## config.mk

```make
export PLATFORM = sky130hd
export DESIGN_NAME = dtc_timer_ctrl
export DESIGN_NICKNAME = d
export VERILOG_FILES = /design/src/logic/dtc_pkg.sv /design/src/logic/dtc_tmr_if.sv /design/src/logic/dtc_timer_ctrl.sv /design/src/logic/dtc_tmr_unit.sv
export SDC_FILE = /design/constraint.sdc
export NUM_CORES = 1
export LEC_CHECK = 0
export BUFFER_PORTS_ARGS = -buffer_cell sky130_fd_sc_hd__buf_2
export CORE_MARGIN = 2
export CORE_UTILIZATION = 30
export DETAILED_ROUTE_END_ITERATION = 7
export PLACE_DENSITY = 0.56
export SLEW_MARGIN = 30
export SYNTH_ARGS = -nofsm -noshare
export SYNTH_HDL_FRONTEND = slang
export SYNTH_SLANG_ARGS = --single-unit
```

## constraint.sdc

```tcl
create_clock -name sys_clk -period 3.9 [get_ports sys_clk]
set_input_delay 0.39 -clock sys_clk [delete_from_list [all_inputs] [get_ports sys_clk]]
set_output_delay 0.39 -clock sys_clk [all_outputs]
set_load 0.01 [all_outputs]
```

## src/logic/dtc_pkg.sv

```systemverilog
package dtc_pkg;

    // Register indices; the byte address is four times the index.
    localparam logic [7:0] IDX_TCS = 8'h88;
    localparam logic [7:0] IDX_TMC = 8'h89;
    localparam logic [7:0] IDX_CNT0_LO = 8'h8A;
    localparam logic [7:0] IDX_CNT1_LO = 8'h8B;
    localparam logic [7:0] IDX_CNT0_HI = 8'h8C;
    localparam logic [7:0] IDX_CNT1_HI = 8'h8D;
    localparam logic [7:0] IDX_IRQ_EN = 8'h8E;
    localparam int ADDR_W = 12;
    localparam logic [11:0] ADDR_TCS = {2'h0, IDX_TCS, 2'h0};
    localparam logic [11:0] ADDR_TMC = {2'h0, IDX_TMC, 2'h0};
    localparam logic [11:0] ADDR_CNT0_LO = {2'h0, IDX_CNT0_LO, 2'h0};
    localparam logic [11:0] ADDR_CNT1_LO = {2'h0, IDX_CNT1_LO, 2'h0};
    localparam logic [11:0] ADDR_CNT0_HI = {2'h0, IDX_CNT0_HI, 2'h0};
    localparam logic [11:0] ADDR_CNT1_HI = {2'h0, IDX_CNT1_HI, 2'h0};
    localparam logic [11:0] ADDR_IRQ_EN = {2'h0, IDX_IRQ_EN, 2'h0};

    // Fields of timer_control_status.
    localparam int TCS_TF1 = 7;
    localparam int TCS_TR1 = 6;
    localparam int TCS_TF0 = 5;
    localparam int TCS_TR0 = 4;
    localparam int TCS_IE1 = 3;
    localparam int TCS_IT1 = 2;
    localparam int TCS_IE0 = 1;
    localparam int TCS_IT0 = 0;

    // Fields of timer_mode_config.
    localparam int TMC_PIN_GATE_EN1 = 7;
    localparam int TMC_CSEL1 = 6;
    localparam int TMC_MODE1_HI = 5;
    localparam int TMC_MODE1_LO = 4;
    localparam int TMC_PIN_GATE_EN0 = 3;
    localparam int TMC_CSEL0 = 2;
    localparam int TMC_MODE0_HI = 1;
    localparam int TMC_MODE0_LO = 0;

    // Fields of irq_enable_reg_a.
    localparam int IEN_GLOBAL = 7;
    localparam int IEN_TMR1 = 3;
    localparam int IEN_EXT1 = 2;
    localparam int IEN_TMR0 = 1;
    localparam int IEN_EXT0 = 0;

    localparam logic [7:0] TCS_RESET = 8'h00;
    localparam logic [7:0] TMC_RESET = 8'h00;
    localparam logic [7:0] IEN_RESET = 8'h00;
    localparam logic [7:0] CNT_RESET = 8'h00;

    // System clock cycles per timer tick.
    localparam int TICK_DIV = 12;

    typedef enum logic [1:0] {
        DTC_M13 = 2'b00,
        DTC_M16 = 2'b01,
        DTC_M8R = 2'b10,
        DTC_MSPLIT = 2'b11
    } dtc_mode_e;

endpackage : dtc_pkg

```

## src/logic/dtc_tmr_if.sv

```systemverilog
interface dtc_tmr_if;
    dtc_pkg::dtc_mode_e mode;
    logic inc_lo;
    logic inc_hi;
    logic wr_lo;
    logic wr_hi;
    logic [7:0] wdata;
    logic [7:0] lo;
    logic [7:0] hi;
    logic ovf_main;
    logic ovf_split;
    modport ctrl (output mode, inc_lo, inc_hi, wr_lo, wr_hi, wdata,
                  input lo, hi, ovf_main, ovf_split);
    modport unit (input mode, inc_lo, inc_hi, wr_lo, wr_hi, wdata,
                  output lo, hi, ovf_main, ovf_split);
endinterface : dtc_tmr_if

```

## src/logic/dtc_timer_ctrl.sv

```systemverilog
// Notes on behaviour
// - Overflow of a timer's count sets that timer's overflow flag.
// - Vectoring to a timer's interrupt clears its overflow flag.
// - Timer interrupt request needs that timer's own enable bit.
// - Timer interrupt request also needs the global enable bit.
// - Run bit cleared stops the timer; set lets it run.
// - Gating off: timer counts whenever its run bit is set.
// - Gating on: counts only while its interrupt pin is high and run set.
// - Source select cleared: count the divided system clock.
// - Source select set: count falling edges on the count pin.
// - Mode one makes a full sixteen-bit timer.
// - Mode two: eight-bit low byte reloaded from high byte on overflow.
// - External interrupt detected on its pin sets its flag.
// - Servicing clears an external flag only when edge-triggered.
// - Type bit cleared selects low level; set selects falling edge.
// - Control and mode registers reset to zero.
// - Mode zero: five-bit prescaler in low byte feeds high byte.
// - Auto-reload leaves the high byte unchanged.
// - Timer one in mode three halts and holds its count.
// - Timer zero in mode three takes timer one's flag and run bit.
module dtc_timer_ctrl (
    // Clock and reset
    input wire logic sys_clk,
    input wire logic nrst,
    // AHB-Lite slave
    input wire logic hsel,
    input wire logic [31:0] haddr,
    input wire logic [1:0] htrans,
    input wire logic hwrite,
    input wire logic [2:0] hsize,
    input wire logic [31:0] hwdata,
    input wire logic hready,
    output logic hreadyout,
    output logic hresp,
    output logic [31:0] hrdata,
    // Device pins
    input wire logic ext_irq_pin0_n,
    input wire logic ext_irq_pin1_n,
    input wire logic count_input_pin0,
    input wire logic count_input_pin1,
    // Processor core interrupt interface
    input wire logic vec_ack_tmr0,
    input wire logic vec_ack_tmr1,
    input wire logic vec_ack_ext0,
    input wire logic vec_ack_ext1,
    output logic irq_req_tmr0,
    output logic irq_req_tmr1,
    output logic irq_req_ext0,
    output logic irq_req_ext1
);
    typedef enum logic [1:0] {
        DTC_BUS_IDLE = 2'b00,
        DTC_BUS_WR = 2'b01,
        DTC_BUS_RD = 2'b11,
        DTC_BUS_RDY = 2'b10
    } dtc_bus_e;

    dtc_bus_e bus_q;
    dtc_bus_e bus_d;
    logic [11:0] dph_addr_q;
    logic dph_ok_q;
    logic [31:0] hrdata_q;
    logic [7:0] tcs_q;
    logic [7:0] tcs_d;
    logic [7:0] tmc_q;
    logic [7:0] ien_q;
    logic [3:0] div_cnt_q;
    logic [3:0] pin_prev_q;
    logic tick;
    logic aph_take;
    logic wr_en;
    logic [7:0] wbyte;
    logic [7:0] rd_mux;
    logic fall_ext0;
    logic fall_ext1;
    logic fall_cnt0;
    logic fall_cnt1;
    logic split;
    logic run0;
    logic run1;
    logic src0;
    logic src1;
    logic ovf0;
    logic ovf1;
    dtc_pkg::dtc_mode_e mode0;
    dtc_pkg::dtc_mode_e mode1;

    dtc_tmr_if tmr0_if ();
    dtc_tmr_if tmr1_if ();

    dtc_tmr_unit u_tmr0 (
        .sys_clk(sys_clk),
        .nrst(nrst),
        .t(tmr0_if)
    );

    dtc_tmr_unit u_tmr1 (
        .sys_clk(sys_clk),
        .nrst(nrst),
        .t(tmr1_if)
    );

    // Bus slave. Reads take one wait state so that read data come from a
    // flop and always reflect a write finished in the cycle before.
    assign aph_take = hsel && htrans[1] && hready;
    assign hreadyout = (bus_q != DTC_BUS_RD);
    assign hresp = 1'b0;
    assign hrdata = hrdata_q;
    assign wr_en = (bus_q == DTC_BUS_WR) && dph_ok_q;
    assign wbyte = hwdata[7:0];

    always_comb
    begin
        bus_d = DTC_BUS_IDLE;
        if (bus_q == DTC_BUS_RD)
        begin
            bus_d = DTC_BUS_RDY;
        end
        else if (aph_take)
        begin
            bus_d = hwrite ? DTC_BUS_WR : DTC_BUS_RD;
        end
    end

    always_ff @(posedge sys_clk or negedge nrst)
    begin
        if (!nrst)
        begin
            bus_q <= DTC_BUS_IDLE;
            dph_addr_q <= 12'h000;
            dph_ok_q <= 1'b0;
        end
        else
        begin
            bus_q <= bus_d;
            if (aph_take && bus_q != DTC_BUS_RD)
            begin
                dph_addr_q <= haddr[11:0];
                dph_ok_q <= (haddr[31:12] == 20'h00000);
            end
        end
    end

    always_comb
    begin
        rd_mux = 8'h00;
        if (dph_ok_q)
        begin
            unique case (dph_addr_q)
                dtc_pkg::ADDR_TCS: rd_mux = tcs_q;
                dtc_pkg::ADDR_TMC: rd_mux = tmc_q;
                dtc_pkg::ADDR_CNT0_LO: rd_mux = tmr0_if.lo;
                dtc_pkg::ADDR_CNT1_LO: rd_mux = tmr1_if.lo;
                dtc_pkg::ADDR_CNT0_HI: rd_mux = tmr0_if.hi;
                dtc_pkg::ADDR_CNT1_HI: rd_mux = tmr1_if.hi;
                dtc_pkg::ADDR_IRQ_EN: rd_mux = ien_q;
                default: rd_mux = 8'h00;
            endcase
        end
    end

    always_ff @(posedge sys_clk or negedge nrst)
    begin
        if (!nrst)
        begin
            hrdata_q <= 32'h00000000;
        end
        else if (bus_q == DTC_BUS_RD)
        begin
            hrdata_q <= {24'h000000, rd_mux};
        end
    end

    always_ff @(posedge sys_clk or negedge nrst)
    begin
        if (!nrst)
        begin
            tmc_q <= dtc_pkg::TMC_RESET;
            ien_q <= dtc_pkg::IEN_RESET;
        end
        else if (wr_en)
        begin
            if (dph_addr_q == dtc_pkg::ADDR_TMC)
            begin
                tmc_q <= wbyte;
            end
            if (dph_addr_q == dtc_pkg::ADDR_IRQ_EN)
            begin
                ien_q <= wbyte;
            end
        end
    end

    // Tick divider and pin history; pins are synchronous to sys_clk.
    assign tick = (div_cnt_q == 4'(dtc_pkg::TICK_DIV - 1));

    always_ff @(posedge sys_clk or negedge nrst)
    begin
        if (!nrst)
        begin
            div_cnt_q <= 4'h0;
        end
        else
        begin
            div_cnt_q <= tick ? 4'h0 : div_cnt_q + 4'h1;
        end
    end

    always_ff @(posedge sys_clk or negedge nrst)
    begin
        if (!nrst)
        begin
            pin_prev_q <= 4'hF;
        end
        else
        begin
            pin_prev_q <= {count_input_pin1, count_input_pin0,
                           ext_irq_pin1_n, ext_irq_pin0_n};
        end
    end

    assign fall_ext0 = pin_prev_q[0] && !ext_irq_pin0_n;
    assign fall_ext1 = pin_prev_q[1] && !ext_irq_pin1_n;
    assign fall_cnt0 = pin_prev_q[2] && !count_input_pin0;
    assign fall_cnt1 = pin_prev_q[3] && !count_input_pin1;

    // Count enables.
    assign mode0 = dtc_pkg::dtc_mode_e'(tmc_q[dtc_pkg::TMC_MODE0_HI:
                                              dtc_pkg::TMC_MODE0_LO]);
    assign mode1 = dtc_pkg::dtc_mode_e'(tmc_q[dtc_pkg::TMC_MODE1_HI:
                                              dtc_pkg::TMC_MODE1_LO]);
    assign split = (mode0 == dtc_pkg::DTC_MSPLIT);
    assign run0 = tcs_q[dtc_pkg::TCS_TR0]
        && (!tmc_q[dtc_pkg::TMC_PIN_GATE_EN0] || ext_irq_pin0_n);
    // With timer zero split, timer one loses its run bit and free-runs;
    // software halts it through mode three instead.
    assign run1 = (split || tcs_q[dtc_pkg::TCS_TR1])
        && (!tmc_q[dtc_pkg::TMC_PIN_GATE_EN1] || ext_irq_pin1_n);
    assign src0 = tmc_q[dtc_pkg::TMC_CSEL0] ? fall_cnt0 : tick;
    assign src1 = tmc_q[dtc_pkg::TMC_CSEL1] ? fall_cnt1 : tick;

    assign tmr0_if.mode = mode0;
    assign tmr0_if.inc_lo = run0 && src0;
    assign tmr0_if.inc_hi = split && tcs_q[dtc_pkg::TCS_TR1] && tick;
    assign tmr0_if.wr_lo = wr_en && dph_addr_q == dtc_pkg::ADDR_CNT0_LO;
    assign tmr0_if.wr_hi = wr_en && dph_addr_q == dtc_pkg::ADDR_CNT0_HI;
    assign tmr0_if.wdata = wbyte;
    assign tmr1_if.mode = mode1;
    assign tmr1_if.inc_lo = run1 && src1
        && (mode1 != dtc_pkg::DTC_MSPLIT);
    assign tmr1_if.inc_hi = 1'b0;
    assign tmr1_if.wr_lo = wr_en && dph_addr_q == dtc_pkg::ADDR_CNT1_LO;
    assign tmr1_if.wr_hi = wr_en && dph_addr_q == dtc_pkg::ADDR_CNT1_HI;
    assign tmr1_if.wdata = wbyte;

    assign ovf0 = tmr0_if.ovf_main;
    assign ovf1 = split ? tmr0_if.ovf_split : tmr1_if.ovf_main;

    // Flags: software write, then hardware clear, then hardware set, so a
    // set in the clearing cycle is never lost.
    always_comb
    begin
        tcs_d = tcs_q;
        if (wr_en && dph_addr_q == dtc_pkg::ADDR_TCS)
        begin
            tcs_d = wbyte;
        end
        if (vec_ack_tmr0)
        begin
            tcs_d[dtc_pkg::TCS_TF0] = 1'b0;
        end
        if (vec_ack_tmr1)
        begin
            tcs_d[dtc_pkg::TCS_TF1] = 1'b0;
        end
        if (vec_ack_ext0 && tcs_q[dtc_pkg::TCS_IT0])
        begin
            tcs_d[dtc_pkg::TCS_IE0] = 1'b0;
        end
        if (vec_ack_ext1 && tcs_q[dtc_pkg::TCS_IT1])
        begin
            tcs_d[dtc_pkg::TCS_IE1] = 1'b0;
        end
        if (ovf0)
        begin
            tcs_d[dtc_pkg::TCS_TF0] = 1'b1;
        end
        if (ovf1)
        begin
            tcs_d[dtc_pkg::TCS_TF1] = 1'b1;
        end
        // In level mode the flag follows the pin, so it stays up for as
        // long as the source holds the line low.
        if (tcs_q[dtc_pkg::TCS_IT0] ? fall_ext0 : 1'b1)
        begin
            tcs_d[dtc_pkg::TCS_IE0] = tcs_q[dtc_pkg::TCS_IT0]
                || !ext_irq_pin0_n;
        end
        if (tcs_q[dtc_pkg::TCS_IT1] ? fall_ext1 : 1'b1)
        begin
            tcs_d[dtc_pkg::TCS_IE1] = tcs_q[dtc_pkg::TCS_IT1]
                || !ext_irq_pin1_n;
        end
    end

    always_ff @(posedge sys_clk or negedge nrst)
    begin
        if (!nrst)
        begin
            tcs_q <= dtc_pkg::TCS_RESET;
        end
        else
        begin
            tcs_q <= tcs_d;
        end
    end

    assign irq_req_tmr0 = tcs_q[dtc_pkg::TCS_TF0]
        && ien_q[dtc_pkg::IEN_TMR0] && ien_q[dtc_pkg::IEN_GLOBAL];
    assign irq_req_tmr1 = tcs_q[dtc_pkg::TCS_TF1]
        && ien_q[dtc_pkg::IEN_TMR1] && ien_q[dtc_pkg::IEN_GLOBAL];
    assign irq_req_ext0 = tcs_q[dtc_pkg::TCS_IE0]
        && ien_q[dtc_pkg::IEN_EXT0] && ien_q[dtc_pkg::IEN_GLOBAL];
    assign irq_req_ext1 = tcs_q[dtc_pkg::TCS_IE1]
        && ien_q[dtc_pkg::IEN_EXT1] && ien_q[dtc_pkg::IEN_GLOBAL];

    tf_set_a: assert property (@(posedge sys_clk) disable iff (!nrst)
        ovf0 |=> tcs_q[dtc_pkg::TCS_TF0])
        else $error("Timer zero overflow did not set its flag.");

    tf_clear_a: assert property (@(posedge sys_clk) disable iff (!nrst)
        (vec_ack_tmr1 && !ovf1 && !(wr_en && dph_addr_q == dtc_pkg::ADDR_TCS))
        |=> !tcs_q[dtc_pkg::TCS_TF1])
        else $error("Vectoring did not clear timer one flag.");

    irq_enable_a: assert property (@(posedge sys_clk) disable iff (!nrst)
        irq_req_tmr0 |-> ien_q[dtc_pkg::IEN_TMR0] && tcs_q[dtc_pkg::TCS_TF0])
        else $error("Timer zero request without its enable.");

    irq_global_a: assert property (@(posedge sys_clk) disable iff (!nrst)
        !ien_q[dtc_pkg::IEN_GLOBAL] |-> !irq_req_tmr0 && !irq_req_tmr1)
        else $error("Timer request with global enable off.");

    run_stop_a: assert property (@(posedge sys_clk) disable iff (!nrst)
        !tcs_q[dtc_pkg::TCS_TR0] |-> !tmr0_if.inc_lo)
        else $error("Timer zero counted while stopped.");

    ungated_count_a: assert property (@(posedge sys_clk) disable iff (!nrst)
        (tcs_q[dtc_pkg::TCS_TR0] && !tmc_q[dtc_pkg::TMC_PIN_GATE_EN0]
         && !tmc_q[dtc_pkg::TMC_CSEL0] && tick) |-> tmr0_if.inc_lo)
        else $error("Ungated timer zero missed a tick.");

    gated_pin_a: assert property (@(posedge sys_clk) disable iff (!nrst)
        (tmc_q[dtc_pkg::TMC_PIN_GATE_EN0] && !ext_irq_pin0_n) |-> !tmr0_if.inc_lo)
        else $error("Gated timer zero counted with pin low.");

    timer_src_a: assert property (@(posedge sys_clk) disable iff (!nrst)
        (!tmc_q[dtc_pkg::TMC_CSEL0] && tmr0_if.inc_lo) |-> tick)
        else $error("Timer zero counted off the divided clock.");

    counter_src_a: assert property (@(posedge sys_clk) disable iff (!nrst)
        (tmc_q[dtc_pkg::TMC_CSEL0] && tmr0_if.inc_lo)
        |-> $past(count_input_pin0) && !count_input_pin0)
        else $error("Timer zero counted without a falling edge.");

    edge_flag_a: assert property (@(posedge sys_clk) disable iff (!nrst)
        (tcs_q[dtc_pkg::TCS_IT0] && fall_ext0) |=> tcs_q[dtc_pkg::TCS_IE0])
        else $error("Falling edge did not set external flag zero.");

    level_keep_a: assert property (@(posedge sys_clk) disable iff (!nrst)
        (!tcs_q[dtc_pkg::TCS_IT1] && !ext_irq_pin1_n && vec_ack_ext1)
        |=> tcs_q[dtc_pkg::TCS_IE1])
        else $error("Level flag cleared by servicing.");

    halt_hold_a: assert property (@(posedge sys_clk) disable iff (!nrst)
        (mode1 == dtc_pkg::DTC_MSPLIT && !tmr1_if.wr_lo && !tmr1_if.wr_hi)
        |=> $stable(tmr1_if.lo) && $stable(tmr1_if.hi))
        else $error("Timer one moved in mode three.");

    split_flag_a: assert property (@(posedge sys_clk) disable iff (!nrst)
        (split && tmr0_if.ovf_split) |=> tcs_q[dtc_pkg::TCS_TF1])
        else $error("Split high byte overflow did not set timer one flag.");

    read_wait_a: assert property (@(posedge sys_clk) disable iff (!nrst)
        (aph_take && !hwrite && hreadyout) |=> !hreadyout ##1 hreadyout)
        else $error("Read did not take exactly one wait state.");

    ovf_seen_c: cover property (@(posedge sys_clk) disable iff (!nrst)
        ovf0 ##1 irq_req_tmr0);
    reload_seen_c: cover property (@(posedge sys_clk) disable iff (!nrst)
        mode0 == dtc_pkg::DTC_M8R && ovf0);
    split_seen_c: cover property (@(posedge sys_clk) disable iff (!nrst)
        split && tmr0_if.ovf_split);
    ext_edge_c: cover property (@(posedge sys_clk) disable iff (!nrst)
        fall_ext1 && tcs_q[dtc_pkg::TCS_IT1] ##1 vec_ack_ext1);

endmodule : dtc_timer_ctrl

```

## src/logic/dtc_tmr_unit.sv

```systemverilog
module dtc_tmr_unit (
    // Clock and reset
    input wire logic sys_clk,
    input wire logic nrst,
    // Counter control and state
    dtc_tmr_if.unit t
);
    logic [7:0] lo_q;
    logic [7:0] lo_d;
    logic [7:0] hi_q;
    logic [7:0] hi_d;

    always_comb
    begin
        lo_d = lo_q;
        hi_d = hi_q;
        t.ovf_main = 1'b0;
        t.ovf_split = 1'b0;
        if (t.inc_lo)
        begin
            unique case (t.mode)
                dtc_pkg::DTC_M13:
                begin
                    // The upper three bits of the low byte are left alone.
                    lo_d[4:0] = lo_q[4:0] + 5'h01;
                    if (lo_q[4:0] == 5'h1F)
                    begin
                        hi_d = hi_q + 8'h01;
                        t.ovf_main = (hi_q == 8'hFF);
                    end
                end
                dtc_pkg::DTC_M16:
                begin
                    lo_d = lo_q + 8'h01;
                    if (lo_q == 8'hFF)
                    begin
                        hi_d = hi_q + 8'h01;
                        t.ovf_main = (hi_q == 8'hFF);
                    end
                end
                dtc_pkg::DTC_M8R:
                begin
                    if (lo_q == 8'hFF)
                    begin
                        lo_d = hi_q;
                        t.ovf_main = 1'b1;
                    end
                    else
                    begin
                        lo_d = lo_q + 8'h01;
                    end
                end
                dtc_pkg::DTC_MSPLIT:
                begin
                    lo_d = lo_q + 8'h01;
                    t.ovf_main = (lo_q == 8'hFF);
                end
            endcase
        end
        if (t.inc_hi && t.mode == dtc_pkg::DTC_MSPLIT)
        begin
            hi_d = hi_q + 8'h01;
            t.ovf_split = (hi_q == 8'hFF);
        end
        // A software write beats a count in the same cycle.
        if (t.wr_lo)
        begin
            lo_d = t.wdata;
        end
        if (t.wr_hi)
        begin
            hi_d = t.wdata;
        end
    end

    always_ff @(posedge sys_clk or negedge nrst)
    begin
        if (!nrst)
        begin
            lo_q <= dtc_pkg::CNT_RESET;
            hi_q <= dtc_pkg::CNT_RESET;
        end
        else
        begin
            lo_q <= lo_d;
            hi_q <= hi_d;
        end
    end

    assign t.lo = lo_q;
    assign t.hi = hi_q;

    reload_keep_a: assert property (@(posedge sys_clk) disable iff (!nrst)
        (t.mode == dtc_pkg::DTC_M8R && t.inc_lo && lo_q == 8'hFF
         && !t.wr_lo && !t.wr_hi)
        |=> (lo_q == $past(hi_q) && $stable(hi_q)))
        else $error("Reload did not copy high byte or changed it.");

    prescale_hold_a: assert property (@(posedge sys_clk) disable iff (!nrst)
        (t.mode == dtc_pkg::DTC_M13 && t.inc_lo && lo_q[4:0] != 5'h1F
         && !t.wr_hi && !t.wr_lo)
        |=> ($stable(hi_q) && $stable(lo_q[7:5])))
        else $error("High byte moved before prescaler wrapped.");

    full16_carry_a: assert property (@(posedge sys_clk) disable iff (!nrst)
        (t.mode == dtc_pkg::DTC_M16 && t.inc_lo && lo_q == 8'hFF
         && !t.wr_hi && !t.wr_lo)
        |=> (lo_q == 8'h00 && hi_q == $past(hi_q) + 8'h01))
        else $error("Sixteen-bit carry into high byte missing.");

endmodule : dtc_tmr_unit
```

==> metrics.txt <==
via count=4,547; Slew Viols, Final=0; CP Data Arrival Time=2.71 ns; CP required=4.13 ns; Internal=1509 uW; gr usage total=0.1705; critical path capture point type=flop; CP max-delay cell=or4_1; vias in the first global route=4,486; Reg2Reg Launch Point=dph_addr_q[8]; die area=0.01897 sq mm; fin crit period=2.478 ns; relative slew slack=0.4308; pwr/cell area=344.0 mW/mm^2; IO Pins=120; CP Class=flop to flop; Comb pwr share=0.125; Die W=137.7 microns; initial antenna violation count=0; wire length of the first global-routing pass=24,550 microns; startpoint type of the worst setup path=flop; diodes inserted=0; hold crit path type=input pin to asynchronous set/reset pin; Final Hold Viols=0; Critical Path Max Stage Delay=0.78 ns; Pleak=0.002555 uW; drt wl/cell=18.65 microns; setup violators final=0; num rows=48; R2R Setup Slk=1.42 ns; status=finished, final reports clean; Max VDD drop=211.3 uV; Main synth FF type=dfrtp_1; # clock sinks=87; Clk pwr share=0.397; # Post-CTS Setup Buffers=0; clock latency on the worst-skew pair=0.35 ns; CTS clock-pin slew for the worst setup and hold paths=0.07 ns; Worst Setup SP=dph_addr_q[8]; initial core utilization=0.3080; hold buffers post-CTS=0; Post-synth ARST share=1.000; DR iter-0 viols=318; Fmax achieved=0.4036 GHz; Yosys cell types=72; RSZ-0062 raised after global routing=no; share of layout cells above drive strength 1=0.2382; CTS Buf Count=9; Synth Cell Area=0.005365 sq mm; H-tree levels=3; Worst Setup EP=u_tmr1.t.lo[7]; CTS tree=built; drt total wl=15,630 microns; DRC=0; synthesized area per cell=9.650 sq um; sequential fraction of the synthesis area=0.4067; P_sw=583.0 uW; DR pass1 iterations=5; port bufs=66; Die Y=137.7 microns; largest net degree at the start of global routing=56; cell family with most CP delay=simple AND/OR/NAND/NOR gates; final antenna-violating net count=0; total gr overflow=0; vias per inst=5.426; layout net count=698; Reg-to-Reg End=u_tmr1.t.lo[7]; CTS resizes=0; CTS Buffer Depth=2; switching share of power=0.2787; CP Buf/Inv Count=0; Syn. warnings=0; area of the core=0.01742 sq mm; setup TNS=0 ns; Yosys reg bits=87; Worst Tran Pin Value=0.8538 ns; GP Congestion=0.8985; period utilization=0.6353; max-cap viol count=0; Area growth syn-to-layout=13.36%; Final HPWL DP=11,650 microns; reg2reg path depth=4; post-layout util=0.3492; Seq pwr share=0.478; Crit. path cell count=4; Mapped Cells=556; Root Buffer=clkbuf_16; Cell Chain, Critical Path=nor4b_2 -> nand3_1 -> or4_1 -> mux2_2; Post-synth EDFFs=0; Layout Skew=0.01101 ns; worst-path fanout max=11
-- cells by family (layout without fill, tap and decap cells) --
family / after synthesis / in the layout / synth area share
mux: 65 / 65 / 0.1406
fa+ha+maj: 8 / 8 / 0.01866
other cells: 1 / 25 / 0.0006990
flops: 87 / 87 / 0.4067
compound gates: 122 / 122 / 0.1507
buf+inv: 70 / 103 / 0.06880
xor+xnor: 11 / 11 / 0.01796
simple gates: 192 / 192 / 0.1959
-- synthesized netlist by cell type (all sizes together), types with 14 or more instances --
master | count | area [sq um]
inv | 16 | 60.06
mux2i | 18 | 180.2
clkbuf | 16 | 60.06
nor2 | 33 | 123.9
nand2 | 50 | 187.7
nand3 | 20 | 100.1
buf | 38 | 249.0
nor4 | 14 | 93.84
dfrtp | 83 | 2077
mux2 | 43 | 484.2
o21ai | 37 | 185.2
a21oi | 19 | 98.85
-- worst register-to-register path, stage by stage, from the launching register on --
cell     delay [ns]
dfrtp_1        0.39
nor4b_2        0.38
nand3_1        0.49
or4_1          0.79
mux2_2         0.32
-- stage by stage --
step | power (uW) | area [sq um] | setup slack, ns | hold WS, ns | instances
floorplan | 1183 | 5455 | 1.851 | 0.09441 | 580
global placement | 1275 | 5798 | 1.443 | 0.4440 | 822
detailed placement | 1280 | 5798 | 1.409 | 0.4650 | 822
CTS | 2117 | 6081 | 1.396 | 0.1220 | 838
global route | 2188 | 6082 | 1.204 | 0.1372 | 838
finish | 2092 | 6082 | 1.422 | 0.09397 | 838
-- layer usage --
layer	track usage	wire length [microns]	up-vias
met5	0	0	-
li1	-	-	2113
met2	0.2745	7527	143
met1	0.2305	6867	2262
met4	0.06633	409	0
met3	0.02649	822	29
-- sequential cells by signal, indices dropped and copies added (netlist names), 8 cells and up --
name         flops
ien_q            8
hrdata           8
u_tmr0.t.hi      8
u_tmr1.t.hi      8
tcs_q            8
u_tmr0.t.lo      8
dph_addr_q      12
tmc_q            8
u_tmr1.t.lo      8
-- final cells by class --
class                      count  area (sq um)
fill                        1813         11330
multi-input combinational    423          2904
sequential                    87          2183
timing repair buffer          71         370.4
tap                          225         281.5
clock buffer                  11         242.7
inverter                      16         60.06
clock inverter                 5         40.04
-- worst min path at each step --
| stage | to | startpoint | cells after the start | slack [ns] |
|---|---|---|---|---|
| 2_1_floorplan | bus_q[0] | nrst | 0 | 0.09 |
| 3_3_place_gp | div_cnt_q[0] | div_cnt_q[0] | 1 | 0.44 |
| 3_5_place_dp | div_cnt_q[0] | div_cnt_q[0] | 1 | 0.47 |
| 4_1_cts | u_tmr0.t.lo[7] | nrst | 1 | 0.12 |
| 5_1_grt | pin_prev_q[3] | count_input_pin1 | 1 | 0.14 |
| 6_report | u_tmr0.t.lo[7] | nrst | 1 | 0.09 |
-- power by group through the flow --
stage / combinational [uW] / clock, uW / sequential, uW
finish: 261 / 831 / 1000
global route: 289 / 891 / 1010
CTS: 262 / 854 / 1000
detailed placement: 262 / 0 / 1020
global placement: 259 / 0 / 1020
floorplan: 207 / 0 / 976
-- layout by cell type (no fill, tap or decap), drive strengths merged, types with 4 or more instances in the layout --
cell type,count
mux2,43
nand4,11
buf,71
or4,4
dfrtp,83
conb,25
o31ai,4
nor4,14
inv,18
nor3,9
nor2,33
nor2b,5
o21ai,37
a211oi,5
dfstp,4
nor3b,4
and3,13
o211ai,5
ha,8
or3,7
nand2,50
a22oi,7
nand3b,5
a31oi,13
a21oi,19
mux4,4
clkbuf,11
xnor2,8
nand3,20
mux2i,18
Note: power is estimated with default switching activity, not from simulation.
